## config.mk

```make
export PLATFORM = sky130hd
export DESIGN_NAME = sio_cfg_regs
export DESIGN_NICKNAME = d
export VERILOG_FILES = /design/src/shared/sio_cfg_pkg.sv /design/src/rtl/sio_cfg_regs.sv /design/src/rtl/sio_sync2.sv /design/src/rtl/sio_pd_timer.sv
export SDC_FILE = /design/constraint.sdc
export NUM_CORES = 1
export LEC_CHECK = 0
export ABC_AREA = 1
export BUFFER_PORTS_ARGS = -buffer_cell sky130_fd_sc_hd__buf_4
export CAP_MARGIN = 20
export CORE_ASPECT_RATIO = 1.75
export CORE_MARGIN = 4
export CORE_UTILIZATION = 63
export CTS_CLUSTER_SIZE = 40
export DETAILED_ROUTE_END_ITERATION = 6
export PLACE_DENSITY = 0.85
export SLEW_MARGIN = 5
export SYNTH_ARGS = -nofsm -noshare
export SYNTH_HDL_FRONTEND = slang
export SYNTH_SLANG_ARGS = --single-unit
```

## constraint.sdc

```tcl
create_clock -name i_mclk -period 4.6 [get_ports i_mclk]
set_input_delay 0.23 -clock i_mclk [delete_from_list [all_inputs] [get_ports i_mclk]]
set_output_delay 0.23 -clock i_mclk [all_outputs]
set_load 0.005 [all_outputs]
```

## src/shared/sio_cfg_pkg.sv

```systemverilog
// configuration bank constants: port map, indices, fields, resets, timing
// assumes a 100 MHz core clock and host strobes on that same clock
package sio_cfg_pkg;
  // ==========================================================
  // host port map (two address bits)
  localparam logic [1:0] PORT_KEY = 2'h0;
  localparam logic [1:0] PORT_INDEX = 2'h1;
  localparam logic [1:0] PORT_DATA = 2'h2;
  localparam logic [1:0] PORT_TAPE = 2'h3;
  // ==========================================================
  // unlock key values and register indices
  localparam logic [7:0] KEY_LOW = 8'h88;
  localparam logic [7:0] KEY_HIGH = 8'h89;
  localparam logic [7:0] IDX_DRIVE_TYPE = 8'h07;
  localparam logic [7:0] IDX_PROTECT_PD = 8'h08;
  localparam logic [7:0] IDX_GLOBAL_MODE = 8'h09;
  localparam logic [7:0] IDX_PORTABLE = 8'h0A;
  localparam logic [7:0] IDX_RESERVED_B = 8'h0B;
  localparam logic [7:0] IDX_UART_IR = 8'h0C;
  // ==========================================================
  // field positions
  localparam int PD_SEL_LSB = 6;
  localparam int WR_BLOCK_BIT = 5;
  localparam int SOFT_WP_BIT = 4;
  localparam int MEDIA_ID_LSB = 2;
  localparam int BOOT_LSB = 0;
  localparam int OP_MODE_HI_BIT = 7;
  localparam int LOCK_BIT = 6;
  localparam int THREE_MODE_BIT = 5;
  localparam int FDC_POL_BIT = 7;
  localparam int EXT_POL_BIT = 6;
  localparam int DIR_SENSE_BIT = 5;
  localparam int DC_POL_BIT = 4;
  localparam int UART_A_FAST_BIT = 7;
  localparam int UART_B_FAST_BIT = 6;
  localparam int KEY_SEL_BIT = 5;
  localparam int IR_SEL_BIT = 3;
  localparam int GPIO_SEL_BIT = 2;
  localparam int RX_INV_BIT = 1;
  localparam int TX_INV_BIT = 0;
  localparam int TAPE_RWC_LSB = 4;
  // writable bit masks; masked-out bits read zero, except 09h bits 3:0, which read the chip id
  localparam logic [7:0] MASK_GLOBAL_MODE = 8'hE0;
  localparam logic [7:0] MASK_UART_IR = 8'hEF;
  localparam logic [7:0] MASK_TAPE = 8'h30;
  // ==========================================================
  // reset values
  localparam logic [7:0] RST_REG = 8'h00;
  localparam logic STRAP_RST = 1'b1;
  localparam logic [1:0] STRAP_WAIT = 2'h3;
  // ==========================================================
  // power-down timing
  localparam int CLK_PERIOD_NS = 10;
  localparam int TICK_PERIOD_NS = 1000000;
  localparam int TICK_CYCLES = TICK_PERIOD_NS / CLK_PERIOD_NS;
  localparam int PD_SEL0_S = 4;
  localparam int PD_SEL1_S = 32;
  localparam int PD_SEL2_S = 64;
  localparam int PD_SEL3_MIN = 4;
  localparam int TICKS_PER_S = 1000;
  localparam logic [17:0] PD_TICKS0 = 18'(PD_SEL0_S * TICKS_PER_S);
  localparam logic [17:0] PD_TICKS1 = 18'(PD_SEL1_S * TICKS_PER_S);
  localparam logic [17:0] PD_TICKS2 = 18'(PD_SEL2_S * TICKS_PER_S);
  localparam logic [17:0] PD_TICKS3 = 18'(PD_SEL3_MIN * 60 * TICKS_PER_S);
  // ==========================================================
  typedef enum logic [0:0] {
    SIO_CLOSED = 1'b0,
    SIO_OPEN = 1'b1
  } sio_key_state_t;
endpackage : sio_cfg_pkg

```

## src/rtl/sio_cfg_regs.sv

```systemverilog
// indexed configuration bank 07h..0Ch with key/index/data host access
// assumes host strobes are single-cycle and on the core clock
// Behaviour
// - key, then index, then data window access
// - two type bits per floppy drive
// - drive type chooses reduced write current when the three-mode bit is set
// - two bits choose power-down countdown
// - write block holds write gate/data high
// - soft protect forces write-protect report
// - media id and boot drive bits
// - bit 7 is operating mode top bit
// - lock bit blocks indices zero through B
// - three-mode bit enables tape drive register
// - tape bits 5:4 steer reduced write current
// - chip id nibble read-only
// - portable enable output polarities
// - direction indicator sense select
// - dc sense input polarity
// - extension enable per parallel mode
// - uart clock fast or divided select
// - key value select, strap default
// - uart B infrared select, strap default
// - gpio pin set select, strap default
// - invert uart B receive input
// - invert uart B transmit output
// - index 0B reserved
`timescale 1ns/1ps
module sio_cfg_regs #(
  parameter int TICK_CYCLES = sio_cfg_pkg::TICK_CYCLES,
  parameter logic [3:0] CHIP_ID = 4'hA // arbitrary value
) (
  // clock and reset
  input wire logic i_mclk,
  input wire logic i_rstn,
  // host port
  input wire logic i_io_wr,
  input wire logic i_io_rd,
  input wire logic [1:0] i_io_addr,
  input wire logic [7:0] i_io_wdata,
  output logic [7:0] o_io_rdata,
  // strap pins
  input wire logic i_strap_key_sel,
  input wire logic i_strap_infrared_sel,
  input wire logic i_strap_gpio_sel,
  // floppy controller side
  input wire logic [1:0] i_drive_sel,
  input wire logic i_rate_500k,
  input wire logic i_fdc_active,
  input wire logic i_write_gate_n,
  input wire logic i_write_data_out_n,
  input wire logic i_write_protect_n,
  output logic o_reduced_write_current,
  output logic o_write_gate_n,
  output logic o_write_data_out_n,
  output logic o_write_protect_n,
  output logic o_auto_powerdown,
  output logic [1:0] o_media_id,
  output logic [1:0] o_boot_drive,
  output logic o_op_mode_sel_hi,
  // parallel port and portable pins
  input wire logic i_portable_mode,
  input wire logic i_ext_fdc_active,
  input wire logic i_extension_adapter_mode,
  input wire logic i_par_epp,
  input wire logic i_par_ecp,
  input wire logic i_par_ecp_epp,
  input wire logic i_par_data_input,
  input wire logic i_dc_sense_in,
  output logic o_portable_fdc_enable,
  output logic o_portable_ext_enable,
  output logic o_port_dir_indicator,
  output logic o_dc_sense_active,
  // uart B and infrared
  input wire logic i_uart_b_serial_in,
  input wire logic i_uart_b_tx,
  output logic o_uart_b_rx,
  output logic o_ir_transmit_out,
  output logic o_uart_a_fast_clock,
  output logic o_uart_b_fast_clock,
  output logic o_uart_b_infrared_sel,
  output logic o_gpio_function_sel
);
  import sio_cfg_pkg::*;

  // ==========================================================
  // pin synchronisers
  logic [5:0] pin_s;
  sio_sync2 #(.WIDTH(6), .RST_VAL(6'h3F)) u_sync (
    .i_mclk(i_mclk),
    .i_rstn(i_rstn),
    .i_async({i_strap_key_sel, i_strap_infrared_sel, i_strap_gpio_sel,
              i_write_protect_n, i_dc_sense_in, i_uart_b_serial_in}),
    .o_sync(pin_s)
  );
  logic strap_key_s;
  logic strap_ir_s;
  logic strap_gpio_s;
  logic wp_n_s;
  logic dc_s;
  logic rx_s;
  assign {strap_key_s, strap_ir_s, strap_gpio_s, wp_n_s, dc_s, rx_s} = pin_s;

  // ==========================================================
  // registers
  sio_key_state_t key_state_r;
  logic [7:0] index_r;
  logic [7:0] drive_type_r;
  logic [7:0] protect_pd_r;
  logic [7:0] global_mode_r;
  logic [7:0] portable_r;
  logic [7:0] uart_ir_r;
  logic [7:0] tape_drive_reg_r;
  logic [1:0] strap_cnt_r;
  logic strap_done_r;

  // ==========================================================
  // host decode
  logic unlock_key_select;
  logic [7:0] unlock_value;
  logic key_wr;
  logic index_wr;
  logic data_wr;
  logic tape_wr;
  logic is_open;
  logic config_lock;
  logic three_mode_enable;
  logic idx_lockable;
  logic idx_drive_type;
  logic idx_protect_pd;
  logic idx_global_mode;
  logic idx_portable;
  logic idx_uart_ir;
  logic data_ok;

  assign unlock_key_select = uart_ir_r[KEY_SEL_BIT];
  assign unlock_value = unlock_key_select ? KEY_HIGH : KEY_LOW;
  assign is_open = (key_state_r == SIO_OPEN);
  assign config_lock = global_mode_r[LOCK_BIT];
  assign three_mode_enable = global_mode_r[THREE_MODE_BIT];
  assign key_wr = i_io_wr && (i_io_addr == PORT_KEY);
  assign index_wr = i_io_wr && (i_io_addr == PORT_INDEX) && is_open;
  assign data_wr = i_io_wr && (i_io_addr == PORT_DATA) && data_ok;
  assign tape_wr = i_io_wr && (i_io_addr == PORT_TAPE) && three_mode_enable;
  assign idx_lockable = (index_r <= IDX_RESERVED_B);
  assign data_ok = is_open && !(config_lock && idx_lockable);
  assign idx_drive_type = (index_r == IDX_DRIVE_TYPE);
  assign idx_protect_pd = (index_r == IDX_PROTECT_PD);
  assign idx_global_mode = (index_r == IDX_GLOBAL_MODE);
  assign idx_portable = (index_r == IDX_PORTABLE);
  assign idx_uart_ir = (index_r == IDX_UART_IR);

  // ==========================================================
  // key and index
  always_ff @(posedge i_mclk) begin
    if (!i_rstn) begin
      key_state_r <= SIO_CLOSED;
    end else if (key_wr) begin
      key_state_r <= (i_io_wdata == unlock_value) ? SIO_OPEN : SIO_CLOSED;
    end
  end

  always_ff @(posedge i_mclk) begin
    if (!i_rstn) begin
      index_r <= RST_REG;
    end else if (index_wr) begin
      index_r <= i_io_wdata;
    end
  end

  // ==========================================================
  // configuration registers
  always_ff @(posedge i_mclk) begin
    if (!i_rstn) begin
      drive_type_r <= RST_REG;
      protect_pd_r <= RST_REG;
      global_mode_r <= RST_REG;
      portable_r <= RST_REG;
    end else if (data_wr) begin
      if (idx_drive_type) begin
        drive_type_r <= i_io_wdata;
      end
      if (idx_protect_pd) begin
        protect_pd_r <= i_io_wdata;
      end
      if (idx_global_mode) begin
        global_mode_r <= i_io_wdata & MASK_GLOBAL_MODE;
      end
      if (idx_portable) begin
        portable_r <= i_io_wdata;
      end
    end
  end

  // strap levels caught a few cycles after reset release
  always_ff @(posedge i_mclk) begin
    if (!i_rstn) begin
      strap_cnt_r <= 2'h0;
      strap_done_r <= 1'b0;
    end else if (!strap_done_r) begin
      strap_cnt_r <= strap_cnt_r + 2'h1;
      strap_done_r <= (strap_cnt_r == STRAP_WAIT);
    end
  end

  always_ff @(posedge i_mclk) begin
    if (!i_rstn) begin
      uart_ir_r <= RST_REG;
      uart_ir_r[KEY_SEL_BIT] <= STRAP_RST;
      uart_ir_r[IR_SEL_BIT] <= STRAP_RST;
      uart_ir_r[GPIO_SEL_BIT] <= STRAP_RST;
    end else if (!strap_done_r) begin
      uart_ir_r[KEY_SEL_BIT] <= strap_key_s;
      uart_ir_r[IR_SEL_BIT] <= strap_ir_s;
      uart_ir_r[GPIO_SEL_BIT] <= strap_gpio_s;
    end else if (data_wr && idx_uart_ir) begin
      uart_ir_r <= i_io_wdata & MASK_UART_IR;
    end
  end

  always_ff @(posedge i_mclk) begin
    if (!i_rstn) begin
      tape_drive_reg_r <= RST_REG;
    end else if (tape_wr) begin
      tape_drive_reg_r <= i_io_wdata & MASK_TAPE;
    end
  end

  // ==========================================================
  // read path
  logic [7:0] cfg_rd;
  logic [7:0] port_rd;
  assign cfg_rd = !data_ok ? 8'h00 :
                  idx_drive_type ? drive_type_r :
                  idx_protect_pd ? protect_pd_r :
                  idx_global_mode ? {global_mode_r[7:4], CHIP_ID} :
                  idx_portable ? portable_r :
                  idx_uart_ir ? uart_ir_r : 8'h00;
  assign port_rd = (i_io_addr == PORT_KEY) ? 8'h00 :
                   (i_io_addr == PORT_INDEX) ? (is_open ? index_r : 8'h00) :
                   (i_io_addr == PORT_DATA) ? cfg_rd :
                   (three_mode_enable ? tape_drive_reg_r : 8'h00);

  always_ff @(posedge i_mclk) begin
    if (!i_rstn) begin
      o_io_rdata <= 8'h00;
    end else if (i_io_rd) begin
      o_io_rdata <= port_rd;
    end
  end

  // ==========================================================
  // reduced write current, one term per drive
  logic [3:0] rwc_drv;
  logic [3:0] drv_normal;
  genvar d;
  generate
    for (d = 0; d < 4; d++) begin : g_drive
      logic [1:0] dtype;
      assign dtype = drive_type_r[2*d+1:2*d];
      assign drv_normal[d] = (dtype == 2'h0) || !three_mode_enable;
      assign rwc_drv[d] = (dtype == 2'h2);
    end
  endgenerate
  logic [1:0] tape_rwc;
  logic rwc_nxt;
  assign tape_rwc = tape_drive_reg_r[TAPE_RWC_LSB+1:TAPE_RWC_LSB];
  assign rwc_nxt = (three_mode_enable && tape_rwc != 2'h0) ?
                   (tape_rwc == 2'h2) :
                   drv_normal[i_drive_sel] ? i_rate_500k :
                   rwc_drv[i_drive_sel];

  // ==========================================================
  // power-down countdown
  logic pd_expired;
  sio_pd_timer #(.TICK_CYCLES(TICK_CYCLES)) u_pd (
    .i_mclk(i_mclk),
    .i_rstn(i_rstn),
    .i_active(i_fdc_active),
    .i_sel(protect_pd_r[PD_SEL_LSB+1:PD_SEL_LSB]),
    .o_expired(pd_expired)
  );

  // ==========================================================
  // output terms
  logic write_block;
  logic ext_mode_hit;
  logic fdc_en_nxt;
  logic ext_en_nxt;
  assign write_block = protect_pd_r[WR_BLOCK_BIT];
  assign ext_mode_hit = |(portable_r[3:0] & {i_extension_adapter_mode, i_par_epp,
                                             i_par_ecp, i_par_ecp_epp});
  assign fdc_en_nxt = !(i_portable_mode && i_ext_fdc_active) ^ portable_r[FDC_POL_BIT];
  assign ext_en_nxt = !(i_portable_mode && ext_mode_hit) ^ portable_r[EXT_POL_BIT];

  always_ff @(posedge i_mclk) begin
    if (!i_rstn) begin
      o_reduced_write_current <= 1'b0;
      o_write_gate_n <= 1'b1;
      o_write_data_out_n <= 1'b1;
      o_write_protect_n <= 1'b1;
      o_auto_powerdown <= 1'b0;
      o_media_id <= 2'h0;
      o_boot_drive <= 2'h0;
      o_op_mode_sel_hi <= 1'b0;
    end else begin
      o_reduced_write_current <= rwc_nxt;
      o_write_gate_n <= i_write_gate_n | write_block;
      o_write_data_out_n <= i_write_data_out_n | write_block;
      o_write_protect_n <= wp_n_s & !protect_pd_r[SOFT_WP_BIT];
      o_auto_powerdown <= pd_expired;
      o_media_id <= protect_pd_r[MEDIA_ID_LSB+1:MEDIA_ID_LSB];
      o_boot_drive <= protect_pd_r[BOOT_LSB+1:BOOT_LSB];
      o_op_mode_sel_hi <= global_mode_r[OP_MODE_HI_BIT];
    end
  end

  always_ff @(posedge i_mclk) begin
    if (!i_rstn) begin
      o_portable_fdc_enable <= 1'b1;
      o_portable_ext_enable <= 1'b1;
      o_port_dir_indicator <= 1'b0;
      o_dc_sense_active <= 1'b0;
    end else begin
      o_portable_fdc_enable <= fdc_en_nxt;
      o_portable_ext_enable <= ext_en_nxt;
      o_port_dir_indicator <= i_par_data_input ^ portable_r[DIR_SENSE_BIT];
      o_dc_sense_active <= dc_s ^ !portable_r[DC_POL_BIT];
    end
  end

  always_ff @(posedge i_mclk) begin
    if (!i_rstn) begin
      o_uart_b_rx <= 1'b1;
      o_ir_transmit_out <= 1'b1;
      o_uart_a_fast_clock <= 1'b0;
      o_uart_b_fast_clock <= 1'b0;
      o_uart_b_infrared_sel <= STRAP_RST;
      o_gpio_function_sel <= STRAP_RST;
    end else begin
      o_uart_b_rx <= rx_s ^ uart_ir_r[RX_INV_BIT];
      o_ir_transmit_out <= i_uart_b_tx ^ uart_ir_r[TX_INV_BIT];
      o_uart_a_fast_clock <= uart_ir_r[UART_A_FAST_BIT];
      o_uart_b_fast_clock <= uart_ir_r[UART_B_FAST_BIT];
      o_uart_b_infrared_sel <= uart_ir_r[IR_SEL_BIT];
      o_gpio_function_sel <= uart_ir_r[GPIO_SEL_BIT];
    end
  end
endmodule : sio_cfg_regs

```

## src/rtl/sio_sync2.sv

```systemverilog
// two-flop synchroniser, one flop pair per bit
// assumes inputs arrive from pins outside the core clock domain
`timescale 1ns/1ps
module sio_sync2 #(
  parameter int WIDTH = 1,
  parameter logic [WIDTH-1:0] RST_VAL = '0
) (
  // clock and reset
  input wire logic i_mclk,
  input wire logic i_rstn,
  // data
  input wire logic [WIDTH-1:0] i_async,
  output logic [WIDTH-1:0] o_sync
);
  logic [WIDTH-1:0] meta_r;
  genvar g;
  generate
    for (g = 0; g < WIDTH; g++) begin : g_bit
      always_ff @(posedge i_mclk) begin
        if (!i_rstn) begin
          meta_r[g] <= RST_VAL[g];
          o_sync[g] <= RST_VAL[g];
        end else begin
          meta_r[g] <= i_async[g];
          o_sync[g] <= meta_r[g];
        end
      end
    end
  endgenerate
endmodule : sio_sync2

```

## src/rtl/sio_pd_timer.sv

```systemverilog
// automatic power-down countdown, millisecond tick from a divider
// assumes i_active pulses or holds while the floppy side is busy
`timescale 1ns/1ps
module sio_pd_timer #(
  parameter int TICK_CYCLES = 100000
) (
  // clock and reset
  input wire logic i_mclk,
  input wire logic i_rstn,
  // control
  input wire logic i_active,
  input wire logic [1:0] i_sel,
  output logic o_expired
);
  import sio_cfg_pkg::*;
  localparam int PW = $clog2(TICK_CYCLES + 1);
  logic [PW-1:0] pre_r;
  logic [17:0] ms_r;
  logic [17:0] limit;
  logic tick;
  assign tick = (pre_r == PW'(TICK_CYCLES - 1));
  assign limit = (i_sel == 2'h0) ? PD_TICKS0 :
                 (i_sel == 2'h1) ? PD_TICKS1 :
                 (i_sel == 2'h2) ? PD_TICKS2 : PD_TICKS3;
  always_ff @(posedge i_mclk) begin
    if (!i_rstn || i_active) begin
      pre_r <= '0;
      ms_r <= '0;
      o_expired <= 1'b0;
    end else begin
      pre_r <= tick ? '0 : pre_r + 1'b1;
      if (tick && ms_r < limit) begin
        ms_r <= ms_r + 18'h00001;
      end
      o_expired <= (ms_r >= limit);
    end
  end
endmodule : sio_pd_timer

```

==> impl_metrics.env <==
export IMPL_cp_max_fo=16
export IMPL_syn_nets=846
export IMPL_path_class="flop to flop"
export IMPL_drtAntennaViolNets=0
export IMPL_ioPinCount=62
export IMPL_ys_seq_elements=124
export IMPL_p_per_area_nw_per_um2=382
export IMPL_cts_sinks=124
export IMPL_routed_via_density=5.68
export IMPL_drtPass1Iterations=6
export IMPL_die_h_microns=135
export IMPL_path_clk_slew_ns=0.06
export IMPL_routed_wl_microns=15800
export IMPL_synth_edff_count=0
export IMPL_worstHoldStart="i_strap_key_sel"
export IMPL_root_buffer="clkbuf_16"
export IMPL_htreeDepth=4
export IMPL_dp_hpwl_microns=11100
export IMPL_start_kind="flop"
export IMPL_drc=0
export IMPL_dpl_worst_slack_ns=1.98
export IMPL_syn_instance_count=793
export IMPL_cts_tree="built"
export IMPL_grt_pass1_wl_microns=25000
export IMPL_reg2reg_depth=13
export IMPL_fin_nets=913
export IMPL_io_buffers=61
export IMPL_row_count=46
export IMPL_syn_area_per_cell_sq_um=7.31
export IMPL_track_usage_pct=29.8
export IMPL_hold_path_end="u_sync.meta_r[5]"
export IMPL_hold_violations=0
export IMPL_fin_tns_setup_ns=0
export IMPL_drive_above_1_share_pct=17.1
export IMPL_ir_drop_mv=0.335
export IMPL_hp_class="primary input to flop"
export IMPL_reg2reg_slack_ns=1.89
export IMPL_grt_pass1_vias=5481
export IMPL_drtIter0Drc=462
export IMPL_num_vias=5639
export IMPL_area_growth_pct=21.0
export IMPL_gp_congestion=0.946
export IMPL_async_flop_share_pct=0
export IMPL_cts_repair_resized=0
export IMPL_core_area_sq_um=9040
export IMPL_avgRoutedWirePerCell_microns=15.9
export IMPL_synth_top_flop_cell="dfxtp_1"
export IMPL_dpl_instance_area_sq_um=6310
export IMPL_timing_rr_end="u_pd.ms_r[13]"
export IMPL_cts_made_buffers=17
export IMPL_final_area_sq_um=7020
export IMPL_grt_setup_unrepaired="no"
export IMPL_synth_warnings=0
export IMPL_clkLatencyLatePin_ns=0.42
export IMPL_cp_arrival_ns=2.97
export IMPL_max_cap_violations=0
export IMPL_worst_slack_ns=1.89
export IMPL_dieArea_sq_um=10900
export IMPL_status="completed"
export IMPL_worst_endpoint_required_ns=4.87
export IMPL_period_share_pct=58.9
export IMPL_end_kind="flop"
export IMPL_synth_seq_area_share_pct=42.8
export IMPL_grt_max_degree=54
export IMPL_antenna_found_initial=0
export IMPL_clock_path_buffers=2
export IMPL_post_cts_buffers=0
export IMPL_fin_skew_ns=0.0101
export IMPL_overflow=0
export IMPL_synth_cell_types=33
export IMPL_antenna_cells=0
export IMPL_period_minus_slack_ns=2.71
export IMPL_final_max_slew_viol_count=0
export IMPL_setup_viol=0
export IMPL_hold_depth=2
export IMPL_die_width_microns=80.5
export IMPL_power_mw=2.68
export IMPL_power_leakage_nw=2.89
export IMPL_r2r_start="protect_pd_r[6]"
export IMPL_syn_cell_area_sq_um=5800
export IMPL_fmax_ghz=0.369
export IMPL_timing_slew_headroom_pct=44.0
export IMPL_tightest_slew_ns=0.837
export IMPL_holdWs_ns=0.0104
export IMPL_start_util_pct=64.2
## worst max-delay path: stages (launching register included)
cell	delay (ns)
dfxtp_1	0.40
inv_1	0.12
ha_1	0.27
nor2_1	0.15
inv_1	0.06
ha_1	0.28
a21oi_1	0.13
o21ai_0	0.08
a21oi_1	0.17
nand2_1	0.13
nor2_4	0.33
inv_2	0.21
nand2_1	0.14
a21oi_1	0.08
## metal layers
| metal | vias up | global-route usage, % | share of wire [%] |
|---|---|---|---|
| met5 | - | 0 | 0 |
| met4 | 0 | 21.2 | 7.5 |
| met3 | 84 | 6.68 | 6.4 |
| met2 | 300 | 54.0 | 53 |
| met1 | 2545 | 28.5 | 33 |
| li1 | 2710 | - | - |
## per-stage QoR
| stage | instances | utilization [%] |
|---|---|---|
| after floorplan | 793 | - |
| after global placement | 956 | 69.9 |
| after detailed placement | 956 | 69.9 |
| after CTS | 993 | 77.6 |
| after global routing | 993 | 77.6 |
| final | 993 | 77.6 |
## registers in the layout, summed over array words and instances, names as in the netlist, 2 cells and up
register,flops
u_pd.ms_r,18
strap_cnt_r,2
tape_drive_reg_r,2
drive_type_r,8
u_sync.meta_r,6
o_io_rdata,8
o_media_id,2
global_mode_r,3
u_sync.o_sync,6
portable_r,8
o_boot_drive,2
protect_pd_r,8
u_pd.pre_r,17
index_r,8
uart_ir_r,7
## cell usage after synthesis (11+ instances only)
master,number,share of area [%]
dfxtp_1,124,43
inv_1,88,5.7
or2_2,14,1.5
ha_1,19,4.1
nand3_1,38,3.3
nand2_1,163,11
a21oi_1,95,8.2
nor3_1,11,0.95
o21ai_0,59,5.1
nand4_1,11,1.2
xor2_1,16,2.4
inv_2,12,0.78
nor2_1,67,4.3
## kinds of logic after synthesis
logic type / Yosys count / synth area share, %
flip-flops: 124 / 42.8
buffers and inverters: 118 / 8.03
XOR/XNOR: 22 / 3.32
AND/OR/NAND/NOR: 335 / 26.0
AO/OA/AOI/OAI: 175 / 15.7
adder cells (fa/ha/maj): 19 / 4.10
## what timing repair did
item,in CTS,in global routing
hold endpoints to repair,5,0
endpoints found under the setup margin,0,0
hold buffers,5,0
## how the worst max path moves through the flow
stage	startpoint	to	slack, ns	cells after the start
floorplan	protect_pd_r[6]	u_pd.ms_r[8]	2.42	14
global placement	protect_pd_r[6]	u_pd.ms_r[3]	2.12	13
detailed placement	protect_pd_r[6]	u_pd.ms_r[14]	1.98	13
CTS	protect_pd_r[6]	u_pd.ms_r[13]	1.94	13
global route	protect_pd_r[6]	u_pd.ms_r[13]	1.64	13
finish	protect_pd_r[6]	u_pd.ms_r[13]	1.89	13
## cells in the final DEF (no fill, tap or decap), types with 14 or more instances in the layout
master / instances
ha_1: 19
nand2_1: 163
inv_1: 88
a21oi_1: 95
o21ai_0: 59
clkbuf_16: 17
buf_4: 61
nand3_1: 38
nor2_1: 67
xor2_1: 16
dfxtp_1: 124
or2_2: 14
## area by class of cell
cell class / count / area [sq um]
inverter: 100 / 375
multi-input combinational: 551 / 2850
sequential: 124 / 2480
clock inverter: 12 / 184
tap: 120 / 150
clock buffer: 20 / 467
fill: 689 / 2020
timing repair buffer: 66 / 508
## where the power goes
part	internal [mW]	total (mW)	switching (mW)
sequential	1.10	1.11	0.0117
clock	0.954	1.44	0.490
combinational	0.0532	0.126	0.0729
total	2.10	2.68	0.575
Note: power is estimated with default switching activity, not from simulation.
